## config.mk

```make
export PLATFORM = sky130hd
export DESIGN_NAME = bbx_exec_unit
export DESIGN_NICKNAME = d
export VERILOG_FILES = /design/src/inc/bbx_pkg.sv /design/src/logic/bbx_exec_unit.sv /design/src/logic/bbx_file_mem.sv
export VERILOG_INCLUDE_DIRS = /design/src /design/src/inc
export SDC_FILE = /design/constraint.sdc
export NUM_CORES = 1
export LEC_CHECK = 0
export BUFFER_PORTS_ARGS = -buffer_cell sky130_fd_sc_hd__buf_2
export CAP_MARGIN = 20
export CELL_PAD_IN_SITES_DETAIL_PLACEMENT = 1
export CELL_PAD_IN_SITES_GLOBAL_PLACEMENT = 2
export CORE_MARGIN = 2
export CORE_UTILIZATION = 46
export CTS_CLUSTER_SIZE = 10
export DETAILED_ROUTE_END_ITERATION = 16
export GPL_TIMING_DRIVEN = 0
export PLACE_DENSITY_LB_ADDON = 0.3
export SETUP_SLACK_MARGIN = 0.5
export SYNTH_ARGS = -nofsm -noshare
export SYNTH_HDL_FRONTEND = slang
export SYNTH_SLANG_ARGS = --single-unit
```

## constraint.sdc

```tcl
create_clock -name core_clk -period 8.65 [get_ports core_clk]
set_input_delay 1.2975 -clock core_clk [delete_from_list [all_inputs] [get_ports core_clk]]
set_output_delay 1.2975 -clock core_clk [all_outputs]
set_load 0.03 [all_outputs]
```

## src/inc/bbx_defs.svh

```systemverilog
`ifndef BBX_DEFS_SVH
`define BBX_DEFS_SVH

// Instruction word layout
`define BBX_IW 14
`define BBX_OPC_MSB 13
`define BBX_OPC_LSB 8
`define BBX_BOPC_LSB 10
`define BBX_DEST_BIT 7
`define BBX_ADDR_MSB 6
`define BBX_BPOS_MSB 9
`define BBX_BPOS_LSB 7

// Opcode patterns
`define BBX_OPC_ADD 6'h07
`define BBX_OPC_AND 6'h05
`define BBX_BOPC_CLR 4'h4
`define BBX_BOPC_SET 4'h5

// Register port map; address bit 7 selects the file register space
`define BBX_REG_ACC 8'h00
`define BBX_REG_FLAGS 8'h01
`define BBX_REG_COUNT 8'h02
`define BBX_FILE_SEL_BIT 7

// Flag bit positions in the flags register
`define BBX_FLAG_C 0
`define BBX_FLAG_DC 1
`define BBX_FLAG_Z 2
`define BBX_FLAG_ILL 3

// Reset values
`define BBX_ACC_RST 8'h00
`define BBX_FLAGS_RST 4'h0
`define BBX_COUNT_RST 8'h00

// Core clocks from accepting an instruction to its results being visible
`define BBX_EXEC_CYCLES 2

`endif

```

## src/inc/bbx_pkg.sv

```systemverilog
package bbx_pkg;

	// Sequencer states
	typedef enum logic [0:0] {ST_IDLE, ST_EXEC} bbx_state_t;

	// Decoded operation
	typedef enum logic [2:0] {OP_NONE, OP_ADD, OP_AND, OP_CLR, OP_SET} bbx_op_t;

	// Instruction offered by the decoder
	typedef struct packed {
		logic valid;
		logic [13:0] word;
	} bbx_req_t;

	// Register port request
	typedef struct packed {
		logic [7:0] addr;
		logic [7:0] wdata;
		logic wr;
		logic rd;
	} bbx_bus_t;

	// Status flags, low nibble of the flags register
	typedef struct packed {
		logic ill;
		logic z;
		logic dc;
		logic c;
	} bbx_flags_t;

endpackage

```

## src/logic/bbx_exec_unit.sv

```systemverilog
// The register offsets and the strobed register port were left to the implementer.
`timescale 1ns/1ps
`include "bbx_defs.svh"

module bbx_exec_unit (
	// Clock and reset
	input wire logic core_clk,
	input wire logic rst_n,
	// Instruction port
	input wire bbx_pkg::bbx_req_t instr,
	output logic instr_ready,
	output logic op_done,
	// Register port
	input wire bbx_pkg::bbx_bus_t bus,
	output logic [7:0] rd_data
);

	// Opcode decode, used only by the field latch on acceptance
	function automatic bbx_pkg::bbx_op_t decode_op(input logic [13:0] w);
		bbx_pkg::bbx_op_t op;
		op = bbx_pkg::OP_NONE;
		if (w[`BBX_OPC_MSB:`BBX_OPC_LSB] == `BBX_OPC_ADD) begin
			op = bbx_pkg::OP_ADD;
		end else if (w[`BBX_OPC_MSB:`BBX_OPC_LSB] == `BBX_OPC_AND) begin
			op = bbx_pkg::OP_AND;
		end else if (w[`BBX_OPC_MSB:`BBX_BOPC_LSB] == `BBX_BOPC_CLR) begin
			op = bbx_pkg::OP_CLR;
		end else if (w[`BBX_OPC_MSB:`BBX_BOPC_LSB] == `BBX_BOPC_SET) begin
			op = bbx_pkg::OP_SET;
		end
		return op;
	endfunction

	// Address decode for the file register window
	function automatic logic is_file(input logic [7:0] a);
		return a[`BBX_FILE_SEL_BIT];
	endfunction

	bbx_pkg::bbx_state_t state;
	bbx_pkg::bbx_op_t cur_op;
	logic cur_dest;
	logic [6:0] cur_addr;
	logic [2:0] cur_bpos;
	logic [7:0] acc;
	bbx_pkg::bbx_flags_t flags;
	logic flag_c, flag_dc, flag_z, flag_ill;
	logic [7:0] op_count;
	logic [7:0] reg_rdata;
	logic rd_file;

	logic accept;
	logic exec;
	logic mem_re;
	logic [6:0] mem_raddr;
	logic [7:0] mem_rdata;
	logic mem_we;
	logic [6:0] mem_waddr;
	logic [7:0] mem_wdata;

	logic [8:0] sum9;
	logic [4:0] half5;
	logic [7:0] and_v;
	logic [7:0] bit_result;
	logic [7:0] result;
	logic byte_op;
	logic exec_acc_we;
	logic exec_file_we;
	logic sw_acc_we;
	logic sw_flags_we;
	logic sw_file_we;

	// A file read from software owns the read port, so no instruction that cycle
	assign instr_ready = (state == bbx_pkg::ST_IDLE) && !(bus.rd && is_file(bus.addr));
	assign accept = instr.valid && instr_ready;
	assign exec = (state == bbx_pkg::ST_EXEC);

	// Sequencer: accept cycle reads the operand, execute cycle writes back
	always_ff @(posedge core_clk or negedge rst_n) begin
		if (!rst_n) begin
			state <= bbx_pkg::ST_IDLE;
		end else begin
			unique case (state)
				bbx_pkg::ST_IDLE: begin
					if (accept) begin
						state <= bbx_pkg::ST_EXEC;
					end
				end
				bbx_pkg::ST_EXEC: begin
					state <= bbx_pkg::ST_IDLE;
				end
			endcase
		end
	end

	// Latch decoded fields on acceptance
	always_ff @(posedge core_clk or negedge rst_n) begin
		if (!rst_n) begin
			cur_op <= bbx_pkg::OP_NONE;
			cur_dest <= 1'b0;
			cur_addr <= 7'h00;
			cur_bpos <= 3'h0;
		end else if (accept) begin
			cur_op <= decode_op(instr.word);
			cur_dest <= instr.word[`BBX_DEST_BIT];
			cur_addr <= instr.word[`BBX_ADDR_MSB:0];
			cur_bpos <= instr.word[`BBX_BPOS_MSB:`BBX_BPOS_LSB];
		end
	end

	// Done pulse lands in the cycle the results first read back
	always_ff @(posedge core_clk or negedge rst_n) begin
		if (!rst_n) begin
			op_done <= 1'b0;
		end else begin
			op_done <= exec;
		end
	end

	// Operand read: instruction address on acceptance, else software address
	assign mem_re = accept || (bus.rd && is_file(bus.addr));
	assign mem_raddr = accept ? instr.word[`BBX_ADDR_MSB:0] : bus.addr[6:0];

	// Arithmetic on the operand held in the memory read register
	assign sum9 = {1'b0, acc} + {1'b0, mem_rdata};
	assign half5 = {1'b0, acc[3:0]} + {1'b0, mem_rdata[3:0]};
	assign and_v = acc & mem_rdata;

	// Bit modify: only the selected lane changes
	for (genvar gi = 0; gi < 8; gi++) begin : g_bit
		assign bit_result[gi] = (cur_bpos == 3'(gi)) ?
			(cur_op == bbx_pkg::OP_SET) : mem_rdata[gi];
	end

	// Result select
	always_comb begin
		unique case (cur_op)
			bbx_pkg::OP_ADD: result = sum9[7:0];
			bbx_pkg::OP_AND: result = and_v;
			bbx_pkg::OP_CLR, bbx_pkg::OP_SET: result = bit_result;
			default: result = mem_rdata;
		endcase
	end

	// Destination steering
	assign byte_op = (cur_op == bbx_pkg::OP_ADD) || (cur_op == bbx_pkg::OP_AND);
	assign exec_acc_we = exec && byte_op && !cur_dest;
	assign exec_file_we = exec && ((byte_op && cur_dest) ||
		(cur_op == bbx_pkg::OP_CLR) || (cur_op == bbx_pkg::OP_SET));

	// Software writes; the executing instruction wins any collision
	assign sw_acc_we = bus.wr && (bus.addr == `BBX_REG_ACC) && !exec_acc_we;
	assign sw_flags_we = bus.wr && (bus.addr == `BBX_REG_FLAGS);
	assign sw_file_we = bus.wr && is_file(bus.addr) && !exec_file_we;

	// Memory write port
	assign mem_we = exec_file_we || sw_file_we;
	assign mem_waddr = exec_file_we ? cur_addr : bus.addr[6:0];
	assign mem_wdata = exec_file_we ? result : bus.wdata;

	bbx_file_mem u_file_mem (
		.core_clk(core_clk),
		.rst_n(rst_n),
		.we(mem_we),
		.waddr(mem_waddr),
		.wdata(mem_wdata),
		.re(mem_re),
		.raddr(mem_raddr),
		.rdata(mem_rdata)
	);

	// Accumulator
	always_ff @(posedge core_clk or negedge rst_n) begin
		if (!rst_n) begin
			acc <= `BBX_ACC_RST;
		end else if (exec_acc_we) begin
			acc <= result;
		end else if (sw_acc_we) begin
			acc <= bus.wdata;
		end
	end

	// Flags view; each bit has one owning process so no field is driven twice
	assign flags = {flag_ill, flag_z, flag_dc, flag_c};

	// Arithmetic flags: execution update beats a software write
	always_ff @(posedge core_clk or negedge rst_n) begin
		if (!rst_n) begin
			{flag_z, flag_dc, flag_c} <= 3'(`BBX_FLAGS_RST);
		end else if (exec && (cur_op == bbx_pkg::OP_ADD)) begin
			flag_c <= sum9[8];
			flag_dc <= half5[4];
			flag_z <= (sum9[7:0] == 8'h00);
		end else if (exec && (cur_op == bbx_pkg::OP_AND)) begin
			flag_z <= (and_v == 8'h00);
		end else if (sw_flags_we) begin
			flag_c <= bus.wdata[`BBX_FLAG_C];
			flag_dc <= bus.wdata[`BBX_FLAG_DC];
			flag_z <= bus.wdata[`BBX_FLAG_Z];
		end
	end

	// Sticky unknown-opcode flag; write one clears it, a new event wins
	always_ff @(posedge core_clk or negedge rst_n) begin
		if (!rst_n) begin
			flag_ill <= 1'b0;
		end else if (exec && (cur_op == bbx_pkg::OP_NONE)) begin
			flag_ill <= 1'b1;
		end else if (sw_flags_we && bus.wdata[`BBX_FLAG_ILL]) begin
			flag_ill <= 1'b0;
		end
	end

	// Count of recognised operations executed, wraps at 256
	always_ff @(posedge core_clk or negedge rst_n) begin
		if (!rst_n) begin
			op_count <= `BBX_COUNT_RST;
		end else if (exec && (cur_op != bbx_pkg::OP_NONE)) begin
			op_count <= op_count + 8'h01;
		end
	end

	// Register read data; unmapped addresses read zero
	always_ff @(posedge core_clk or negedge rst_n) begin
		if (!rst_n) begin
			reg_rdata <= 8'h00;
			rd_file <= 1'b0;
		end else begin
			rd_file <= bus.rd && is_file(bus.addr);
			if (bus.rd) begin
				unique case (bus.addr)
					`BBX_REG_ACC: reg_rdata <= acc;
					`BBX_REG_FLAGS: reg_rdata <= {4'h0, flags};
					`BBX_REG_COUNT: reg_rdata <= op_count;
					default: reg_rdata <= 8'h00;
				endcase
			end
		end
	end

	// Both sources are flops; the mux keeps the file read on the memory register
	assign rd_data = rd_file ? mem_rdata : reg_rdata;

	logic [8:0] chk_sum;
	logic [4:0] chk_half;
	logic [7:0] chk_mask;
	logic chk_sw_flags;
	assign chk_sum = 9'(acc) + 9'(mem_rdata);
	assign chk_half = 5'(acc[3:0]) + 5'(mem_rdata[3:0]);
	assign chk_mask = 8'h01 << cur_bpos;
	assign chk_sw_flags = bus.wr && (bus.addr == `BBX_REG_FLAGS);
endmodule

```

## src/logic/bbx_file_mem.sv

```systemverilog
`timescale 1ns/1ps

// File register space, 128 bytes, registered read data
module bbx_file_mem (
	// Clock and reset
	input wire logic core_clk,
	input wire logic rst_n,
	// Write port
	input wire logic we,
	input wire logic [6:0] waddr,
	input wire logic [7:0] wdata,
	// Read port
	input wire logic re,
	input wire logic [6:0] raddr,
	output logic [7:0] rdata
);

	logic [7:0] mem [0:127];

	// Array holds no reset so it maps onto plain storage
	always_ff @(posedge core_clk) begin
		if (we) begin
			mem[waddr] <= wdata;
		end
	end

	// Read data held until the next read
	always_ff @(posedge core_clk or negedge rst_n) begin
		if (!rst_n) begin
			rdata <= 8'h00;
		end else if (re) begin
			rdata <= mem[raddr];
		end
	end

endmodule

```

# Yosys cells after proc, flatten, opt, wreduce, memory -nomap -nowiden
# Memories as Yosys holds them, arrays and structs flattened. A register that Yosys moved wholly into a read port is not among the register bits.
# Index checks and enable logic that the tools add are counted.
[totals] output_inout_bits=10 in_bits=35 latchBits=0 reg_bits=45 ramBits=1024 memories=1 rom_bits=0
[op_classes] mux=35 add_sub_neg=3 multipliers=0 magnitude_cmp=0 n_reduce_logical=39 shift=0 eq_ne=18 n_div=0 bitwise=2
[memory_table] memory="u_file_mem.mem" words=128 width=8 rd=1 rd_ports_with_merged_regs=1 wr=1 line_no="bbx_file_mem.sv:18" source="logic [7:0] mem [0:127];"
[ops] operator="8-bit case mux with 3 select lines" n=2
[ops] operator="8-bit two-way mux" n=4
[ops] operator="8-bit logical NOT" n=3
[ops] operator="1-bit two-way mux" n=22
[ops] operator="1-bit logical AND" n=17
[ops] operator="3-bit == test, second input constant" n=5
[ops] operator="7-bit two-way mux" n=2
[ops] operator="3-bit by 2-bit == test with 1-bit output, second input constant" n=4
[ops] operator="6-bit by 3-bit == test with 1-bit output, second input constant" n=2
[ops] operator="3-bit two-way mux" n=4
[ops] operator="8-bit by 8-bit adder with 9-bit output" n=1
[ops] operator="8-bit by 1-bit adder with 8-bit output, second input constant" n=1
[ops] operator="8-bit AND" n=1
[ops] operator="4-bit by 3-bit == test with 1-bit output, second input constant" n=2
[ops] operator="8-bit by 1-bit == test with 1-bit output, second input constant" n=1
[ops] operator="8-bit by 2-bit == test with 1-bit output, second input constant" n=1
[ops] operator="3-bit by 1-bit == test with 1-bit output, second input constant" n=2
[ops] operator="3-bit logical NOT" n=2
[ops] operator="2-bit nonzero test" n=3
[ops] operator="3-bit nonzero test" n=2
[ops] operator="4-bit by 4-bit adder with 5-bit output" n=1
[ops] operator="1-bit logical NOT" n=5
[ops] operator="1-bit logical OR" n=5
[ops] operator="2-bit inequality test, second input constant" n=1
[ops] operator="other kinds (4)" n=4

# Depth between registers and ports, before layout
# Gate-level depths: netlist (run 1).
[depth] ltp_word=11 depth_mapped=16

# Cells and area by module
# Synthesis (run 1) repeated with hierarchy kept, for this count alone.
[hier_totals] cells_unflattened=2408 area_unflattened_um2=43725.7
[modules_own_cells] module="bbx_file_mem" n_inst=1 cells_per_inst=2000 seq_area_each_um2=30949.7 area_per_inst_um2=40492.6
[modules_own_cells] module="bbx_exec_unit" n_inst=1 cells_per_inst=408 seq_area_each_um2=1101.1 area_per_inst_um2=3233.1

# Least setup slack after synthesis (run 1)
# OpenSTA, ideal clock, no wires.
[synth_path] kind="register to register" start="register cur_op[0]" end="memory u_file_mem.mem[0][0] (data pin)" setup_slack_ps=957 stages_incl_launch_ff=8 arrival_time_ps=6497 setup_time_ps=1197 cell_sequence="dfrtp_1 > nor2_1 > and2_1 > clkbuf_1 > o21ai_0 > clkbuf_1 > buf_2 > o21ai_0"
[synth_between] elab_chain_len=7
[synth_rtl] item="start, declared" line_no="bbx_exec_unit.sv:40" source="bbx_pkg::bbx_op_t cur_op;"
[synth_rtl] item="start signal, assigned" line_no="bbx_exec_unit.sv:98" source="cur_op <= bbx_pkg::OP_NONE;"
[synth_rtl] item="start signal, assigned" line_no="bbx_exec_unit.sv:103" source="cur_op <= decode_op(instr.word);"
[synth_rtl] item="3-bit by 1-bit == test with 1-bit output / 3-bit by 2-bit == test with 1-bit output (equally long branches)" line_no="bbx_exec_unit.sv:136, bbx_exec_unit.sv:145"
[synth_rtl] item="1-bit logical OR" line_no="bbx_exec_unit.sv:145" source="assign byte_op = (cur_op == bbx_pkg::OP_ADD) || (cur_op == bbx_pkg::OP_AND);"
[synth_rtl] item="1-bit logical AND" line_no="bbx_exec_unit.sv:147" source="assign exec_file_we = exec && ((byte_op && cur_dest) ||"
[synth_rtl] item="1-bit logical OR" line_no="bbx_exec_unit.sv:147"
[synth_rtl] item="1-bit logical OR" line_no="bbx_exec_unit.sv:148" source="(cur_op == bbx_pkg::OP_CLR) || (cur_op == bbx_pkg::OP_SET));"
[synth_rtl] item="1-bit logical AND" line_no="bbx_exec_unit.sv:147"
[synth_rtl] item="8-bit two-way mux *" line_no="bbx_exec_unit.sv:158" source="assign mem_wdata = exec_file_we ? result : bus.wdata;"
[synth_rtl] item="via mem_wdata[0]" line_no="bbx_exec_unit.sv:58" source="logic [7:0] mem_wdata;"
[synth_rtl] item="end, declared" line_no="bbx_file_mem.sv:18"
# The timed path passes the listed nets; every way through them passes the cells marked *.

# Worst setup path in the final report (run 1)
[layout_path] start="input bus[0] (netlist bit)" end="register u_file_mem.rdata[6] (read register of u_file_mem.mem)"
[layout_between] elab_chain_len=5
[layout_rtl] item="start, declared" line_no="bbx_exec_unit.sv:14" source="input wire bbx_pkg::bbx_bus_t bus,"
[layout_rtl] item="1-bit logical AND *" line_no="bbx_exec_unit.sv:73, bbx_exec_unit.sv:120"
[layout_rtl] item="1-bit logical NOT" line_no="bbx_exec_unit.sv:73" source="assign instr_ready = (state == bbx_pkg::ST_IDLE) && !(bus.rd && is_file(bus.addr));"
[layout_rtl] item="1-bit logical AND" line_no="bbx_exec_unit.sv:73"
[layout_rtl] item="1-bit logical AND" line_no="bbx_exec_unit.sv:74" source="assign accept = instr.valid && instr_ready;"
[layout_rtl] item="7-bit two-way mux / 1-bit logical OR (equally long branches)" line_no="bbx_exec_unit.sv:121, bbx_exec_unit.sv:120"
[layout_rtl] item="end, declared" line_no="bbx_file_mem.sv:15" source="output logic [7:0] rdata"
# Every way passes the cells marked *; elsewhere a longest branch is shown, timed or not.
# A chain may end at the register's enable or synchronous reset.

==> impl_metrics.tcl, run 1 <==
set metrics [dict create \
    final_max_slew_viol_count 0 \
    hold_violations 0 \
    ir_worst_vdd_uv 202.6 \
    ys_seq_elements 1076 \
    place_area_mm2 0.04723 \
    first_pass_iters 7 \
    chipHeight_um 313.3 \
    insertion_delay_ns 0.76 \
    hold_class "reg -> reg" \
    gp_congestion 1.025 \
    drt_iter0_drc 5725 \
    dr_wl_met2_um 89500 \
    die_width_um 313.3 \
    worst_slew_pin_slew_ns 1.401 \
    reg2reg_slack_ns 2.77 \
    wl_per_cell_um 45.76 \
    path_clk_slew_ns 0.06 \
    areaGrowthSynthToFinish_pct 15.34 \
    synth_area_mm2 0.04399 \
    grt_max_degree 85 \
    netlist_instances 3097 \
    crit_type "in -> reg" \
    cts_buffers 121 \
    holdWs_ns 0.4808 \
    status "finished, final reports clean" \
    path_common_cell "buf_2" \
    gr-total-overflow 0 \
    io_pins 45 \
    clock.fmax_mhz 166.5 \
    mostFrequentLayoutCells "edfxtp_1, nand2_1, nor2_1" \
    routed.top_layer "met5" \
    synth_edf_count 1024 \
    finalNonFillerCells 4673 \
    cts_sinks 1076 \
    async_reset_ff_share_pct 4.833 \
    met3_length_um 29550 \
    finalCritPeriodShare_pct 69.44 \
    critPathCaptureType "register" \
    p_per_area_mw_per_mm2 247.4 \
    mostFrequentLayoutCell "edfxtp_1" \
    grtUsageTotal_pct 43.45 \
    rsz0062_at_grt "false" \
    synth_cell_type_count 72 \
    drive_gt1_share_pct 14.83 \
    cts_buffer_depth 3 \
    cts_tree "built" \
    cpMaxStageDelayCell "a211oi_1" \
    path_cells "buf_6, a21o_4, clkinv_8, nand3_1, nand2_1, buf_4, buf_2, buf_2, buf_2, nand3_1, a31oi_1, nor3_1, a211oi_1, nor3_1" \
    setup_viol_count_final 0 \
    fin_util_pct 53.48 \
    setup.worst_path.start_class "primary input" \
    ant_nets 0 \
    seq_area_frac_synth_pct 72.86 \
    fp-row-count 113 \
    required_ns 9.20 \
    design_area_mm2 0.05074 \
    finClkSkew_ns 0.06286 \
    detailroute.via_count 32730 \
    cts_hold_buf 0 \
    core_area_mm2 0.09487 \
    antenna_found_initial 26 \
    drc_errors 0 \
    cts_root_buf "clkbuf_16" \
    p_leak_nw 17.05 \
    cts_resized 0 \
    crit_fanout 10 \
    final_nets 3401 \
    m1WireLength_um 76640 \
    dp_hpwl_um 147800 \
    max-slew-margin-rel_pct 5.367 \
    mappedNetlistNets 3142 \
    ys.warnings.count 0 \
    initial_core_util_pct 46.37 \
    die_area_mm2 0.09813 \
    slowest_delay_ns 0.85 \
    max_cap_viol_count 0 \
    port_buffers 42 \
    dp_cells 4485 \
    finalPower_mw 12.55 \
    synth_area_per_cell_um2 14.20 \
    critPathArrivalTime_ns 6.55 \
    cts_setup_buffers 0 \
    htree_levels 3 \
    grt_pass1_wl_um 282000 \
    grt_pass1_vias 31760 \
    routed_wl_um 213800 \
    routed_via_density 7.004 \
    min_period_ns 6.007 \
    ys.flop_type "edfxtp_1" \
]
[final timing paths]
path,startpoint,end,cells after the start
max,bus[0],u_file_mem.rdata[6],14
min,op_count[7],op_count[7],1
max reg2reg,exec,u_file_mem.rdata[6],13
min reg2reg,op_count[7],op_count[7],1
max in group asynchronous,rst_n,cur_op[2],2
min in group asynchronous,rst_n,u_file_mem.rdata[7],1
[stage by stage]
step	setup TNS (ns)	worst slack (ns)
after floorplan	0	0.9566
after global placement	-1232.03	-6.133
after global routing	0	2.802
after detailed placement	0	2.223
final	0	2.643
after CTS	0	2.975
[layout make-up]
| cell class | count | area (um2) |
|---|---|---|
| well taps | 1265 | 1583 |
| inverters | 19 | 83.83 |
| clock buffers | 150 | 3198 |
| flip-flops and latches | 1076 | 32050 |
| clock inverters | 15 | 146.4 |
| fillers | 9115 | 44130 |
| multi-input cells | 1812 | 10980 |
| diodes | 10 | 25.02 |
| plain buffers | 190 | 1006 |
| repair buffers | 136 | 1668 |
[flip-flops by register name, indices dropped and copies added, names as in the netlist]
| signal | flops |
|---|---|
| acc | 8 |
| u_file_mem.rdata | 8 |
| reg_rdata | 8 |
| cur_bpos | 3 |
| flag_ill | 1 |
| cur_op | 3 |
| flag_z | 1 |
| exec | 1 |
| op_done | 1 |
| u_file_mem.mem | 1024 |
| rd_file | 1 |
| op_count | 8 |
| flag_c | 1 |
| cur_addr | 7 |
| flag_dc | 1 |
[critical path: cells and delay by family]
kind | cells | cell delay [ns]
buffers and inverters | 6 | 2.60
AOI/OAI and AO/OA | 3 | 1.44
and+or+nand+nor | 5 | 1.11
[where the power goes]
group	switching (mW)	internal, mW	leakage, nW
Clock	2.08	2.56	1.63
Sequential	0.108	5.81	9.84
Combinational	1.48	0.520	5.58
Total	3.67	8.88	17.1
[layer usage]
layer	global-route usage, %	up-vias
met4	30.49	14
met3	14.53	718
met5	0	-
li1	-	12310
met2	61.50	2911
met1	56.43	16780
[cell families (layout without fill, tap and decap cells)]
family | after synthesis | count (layout) | synth area share [%]
and+or+nand+nor | 1154 | 1154 | 11.28
muxes | 162 | 162 | 5.498
AOI/OAI and AO/OA | 472 | 472 | 7.352
other | 0 | 10 | 0
xor gates and xnor gates | 14 | 14 | 0.2787
buffers and inverters | 209 | 510 | 2.437
DFF | 1076 | 1076 | 72.86
adders and majority gates | 10 | 10 | 0.3015
[cells in the mapped netlist, drive strengths merged (56+ instances only)]
cell type	n	area, um2
edfxtp	1024	30750
nand2	630	2365
nor2	202	768.2
nand3	154	783.3
a21oi	109	545.5
buf	102	656.9
clkbuf	88	331.6
mux2i	83	830.8
a31oi	68	425.4
mux4	61	1385
a32oi	60	525.5
o21ai	56	291.5
No activity file was read; power rests on OpenSTA's default activity.
==> run 2, diff against run 1 <==
- clock period: 8.65 -> 6.21 ns (I/O delays scaled with it)
==> impl_metrics.tcl, run 2 (synthesis gave the netlist of run 1 again) <==
set metrics [dict create \
    status "finished, final reports clean" \
    drt_iter0_drc 6135 \
    slowest_delay_ns 0.79 \
    drc_errors 0 \
    die_area_mm2 0.09813 \
    io_pins 45 \
    required_ns 6.79 \
    grtUsageTotal_pct 41.87 \
    cpMaxStageDelayCell "buf_2" \
    crit_type "reg -> reg" \
    drive_gt1_share_pct 14.08 \
    cts_sinks 1076 \
    first_pass_iters 6 \
    cts_hold_buf 0 \
    cts_root_buf "clkbuf_16" \
    final_nets 3401 \
    crit_fanout 11 \
    cts_tree "built" \
    grt_max_degree 85 \
    fp-row-count 113 \
    min_period_ns 5.782 \
    finalNonFillerCells 4683 \
    finClkSkew_ns 0.03038 \
    hold_class "in -> async" \
    grt_pass1_vias 32090 \
    wl_per_cell_um 44.11 \
    critPathArrivalTime_ns 6.36 \
    crit_buf_inv 4 \
    clock.fmax_mhz 172.9 \
    routed_via_density 7.035 \
    final_max_slew_viol_count 0 \
    routed_wl_um 206600 \
    hold_violations 0 \
    holdWs_ns 0.1603 \
    p_leak_nw 17.04 \
    cts_resized 0 \
    mostFrequentLayoutCells "edfxtp_1, nand2_1, nor2_1" \
    areaGrowthSynthToFinish_pct 15.41 \
    dp_hpwl_um 143900 \
    max_cap_viol_count 0 \
    setup_viol_count_final 0 \
    place_area_mm2 0.04712 \
    top_register "u_file_mem.mem" \
    gr-usage-met1_pct 54.15 \
    gr-total-overflow 0 \
    largest_reg_flops 1024 \
    p_per_area_mw_per_mm2 346.5 \
    cts_buffers 121 \
    mostFrequentLayoutCell "edfxtp_1" \
    antenna_found_initial 21 \
    path_clk_slew_ns 0.06 \
    setup.worst_path.start_class "register" \
    grt.busiest_layer "met2" \
    cts_setup_buffers 0 \
    path_cells "a21o_4, clkinv_8, nand3_1, nand2_1, buf_4, buf_2, buf_2, mux4_2, a22oi_1, o21ai_0, o211ai_1, a211oi_1" \
    dp_cells 4479 \
    grt_pass1_wl_um 274400 \
    finalCritPeriodShare_pct 93.11 \
    insertion_delay_ns 0.73 \
    critPathTopFamily "compound AO/OA/AOI/OAI gates" \
    gp_congestion 1.048 \
    grt.met2_usage_pct 60.20 \
    worst_slew_pin_slew_ns 1.363 \
    finalPower_mw 17.59 \
    critPathCaptureType "register" \
    use_met3_pct 14.05 \
    initial_core_util_pct 46.37 \
    r2r_cells 12 \
    ir_worst_vdd_uv 255.6 \
    htree_levels 3 \
    port_buffers 42 \
    path_common_cell "buf_2" \
    chipHeight_um 313.3 \
    path_depth 12 \
    die_width_um 313.3 \
    detailroute.via_count 32950 \
    max-slew-margin-rel_pct 9.110 \
    rsz0062_at_grt "false" \
    cts_buffer_depth 3 \
    core_area_mm2 0.09487 \
    design_area_mm2 0.05077 \
    ant_nets 0 \
]
run 2: changes by cell type in the layout (fill, tap and decap cells not counted), sizes merged, moves of 2 or more:
cell / delta
inv: -4
clkbuf: +17
diode: -2
clkinv: -3
bufinv: +2
run 2: cell type report:
cell class,count,area [um2]
clock inverters,9,113.9
inverters,19,83.83
multi-input cells,1812,10960
diodes,8,20.02
clock buffers,168,3329
plain buffers,190,991.0
well taps,1265,1583
repair buffers,136,1642
flip-flops and latches,1076,32050
fillers,9214,44100
run 2: report_power, final:
part,switching [mW],total (mW),internal [mW]
clock network,2.85,6.58,3.73
registers,0.158,8.24,8.09
logic,2.03,2.76,0.736
run 2: path summary, 6_finish.rpt:
check                            startpoint                  end  slack, ns
worst max-delay path                   exec  u_file_mem.rdata[5]       0.43
worst min-delay path                  rst_n  u_file_mem.rdata[1]       0.16
worst max register to register         exec  u_file_mem.rdata[5]       0.43
worst min register to register  op_count[7]          op_count[7]       0.49
max in group asynchronous             rst_n          cur_bpos[2]       5.44
min in group core_clk             instr[11]            cur_op[1]       0.45
run 2: stage by stage:
step / utilization [%] / worst slack, ns / TNS, ns
floorplan: - / 0.7113 / 0
global placement: 48.27 / -4.409 / -1073.41
detailed placement: 49.66 / 0.4272 / 0
CTS: 53.29 / 0.8997 / 0
global route: 53.50 / 0.6209 / 0
finish: 53.52 / 0.4276 / 0
run 2: per-layer routing:
| layer | vias up | part of all wire, % |
|---|---|---|
| met4 | 24 | 8.1 |
| met5 | - | 0.082 |
| met1 | 16860 | 35 |
| li1 | 12300 | - |
| met3 | 774 | 14 |
| met2 | 2995 | 42 |
run 2: worst reg2reg max path: stages (launching register included):
cell and delay [ns]:
dfrtp_1 0.54, a21o_4 0.31, clkinv_8 0.08, nand3_1 0.23, nand2_1 0.60, buf_4 0.41
buf_2 0.55, buf_2 0.81, mux4_2 0.48, a22oi_1 0.76, o21ai_0 0.22, o211ai_1 0.54
a211oi_1 0.14
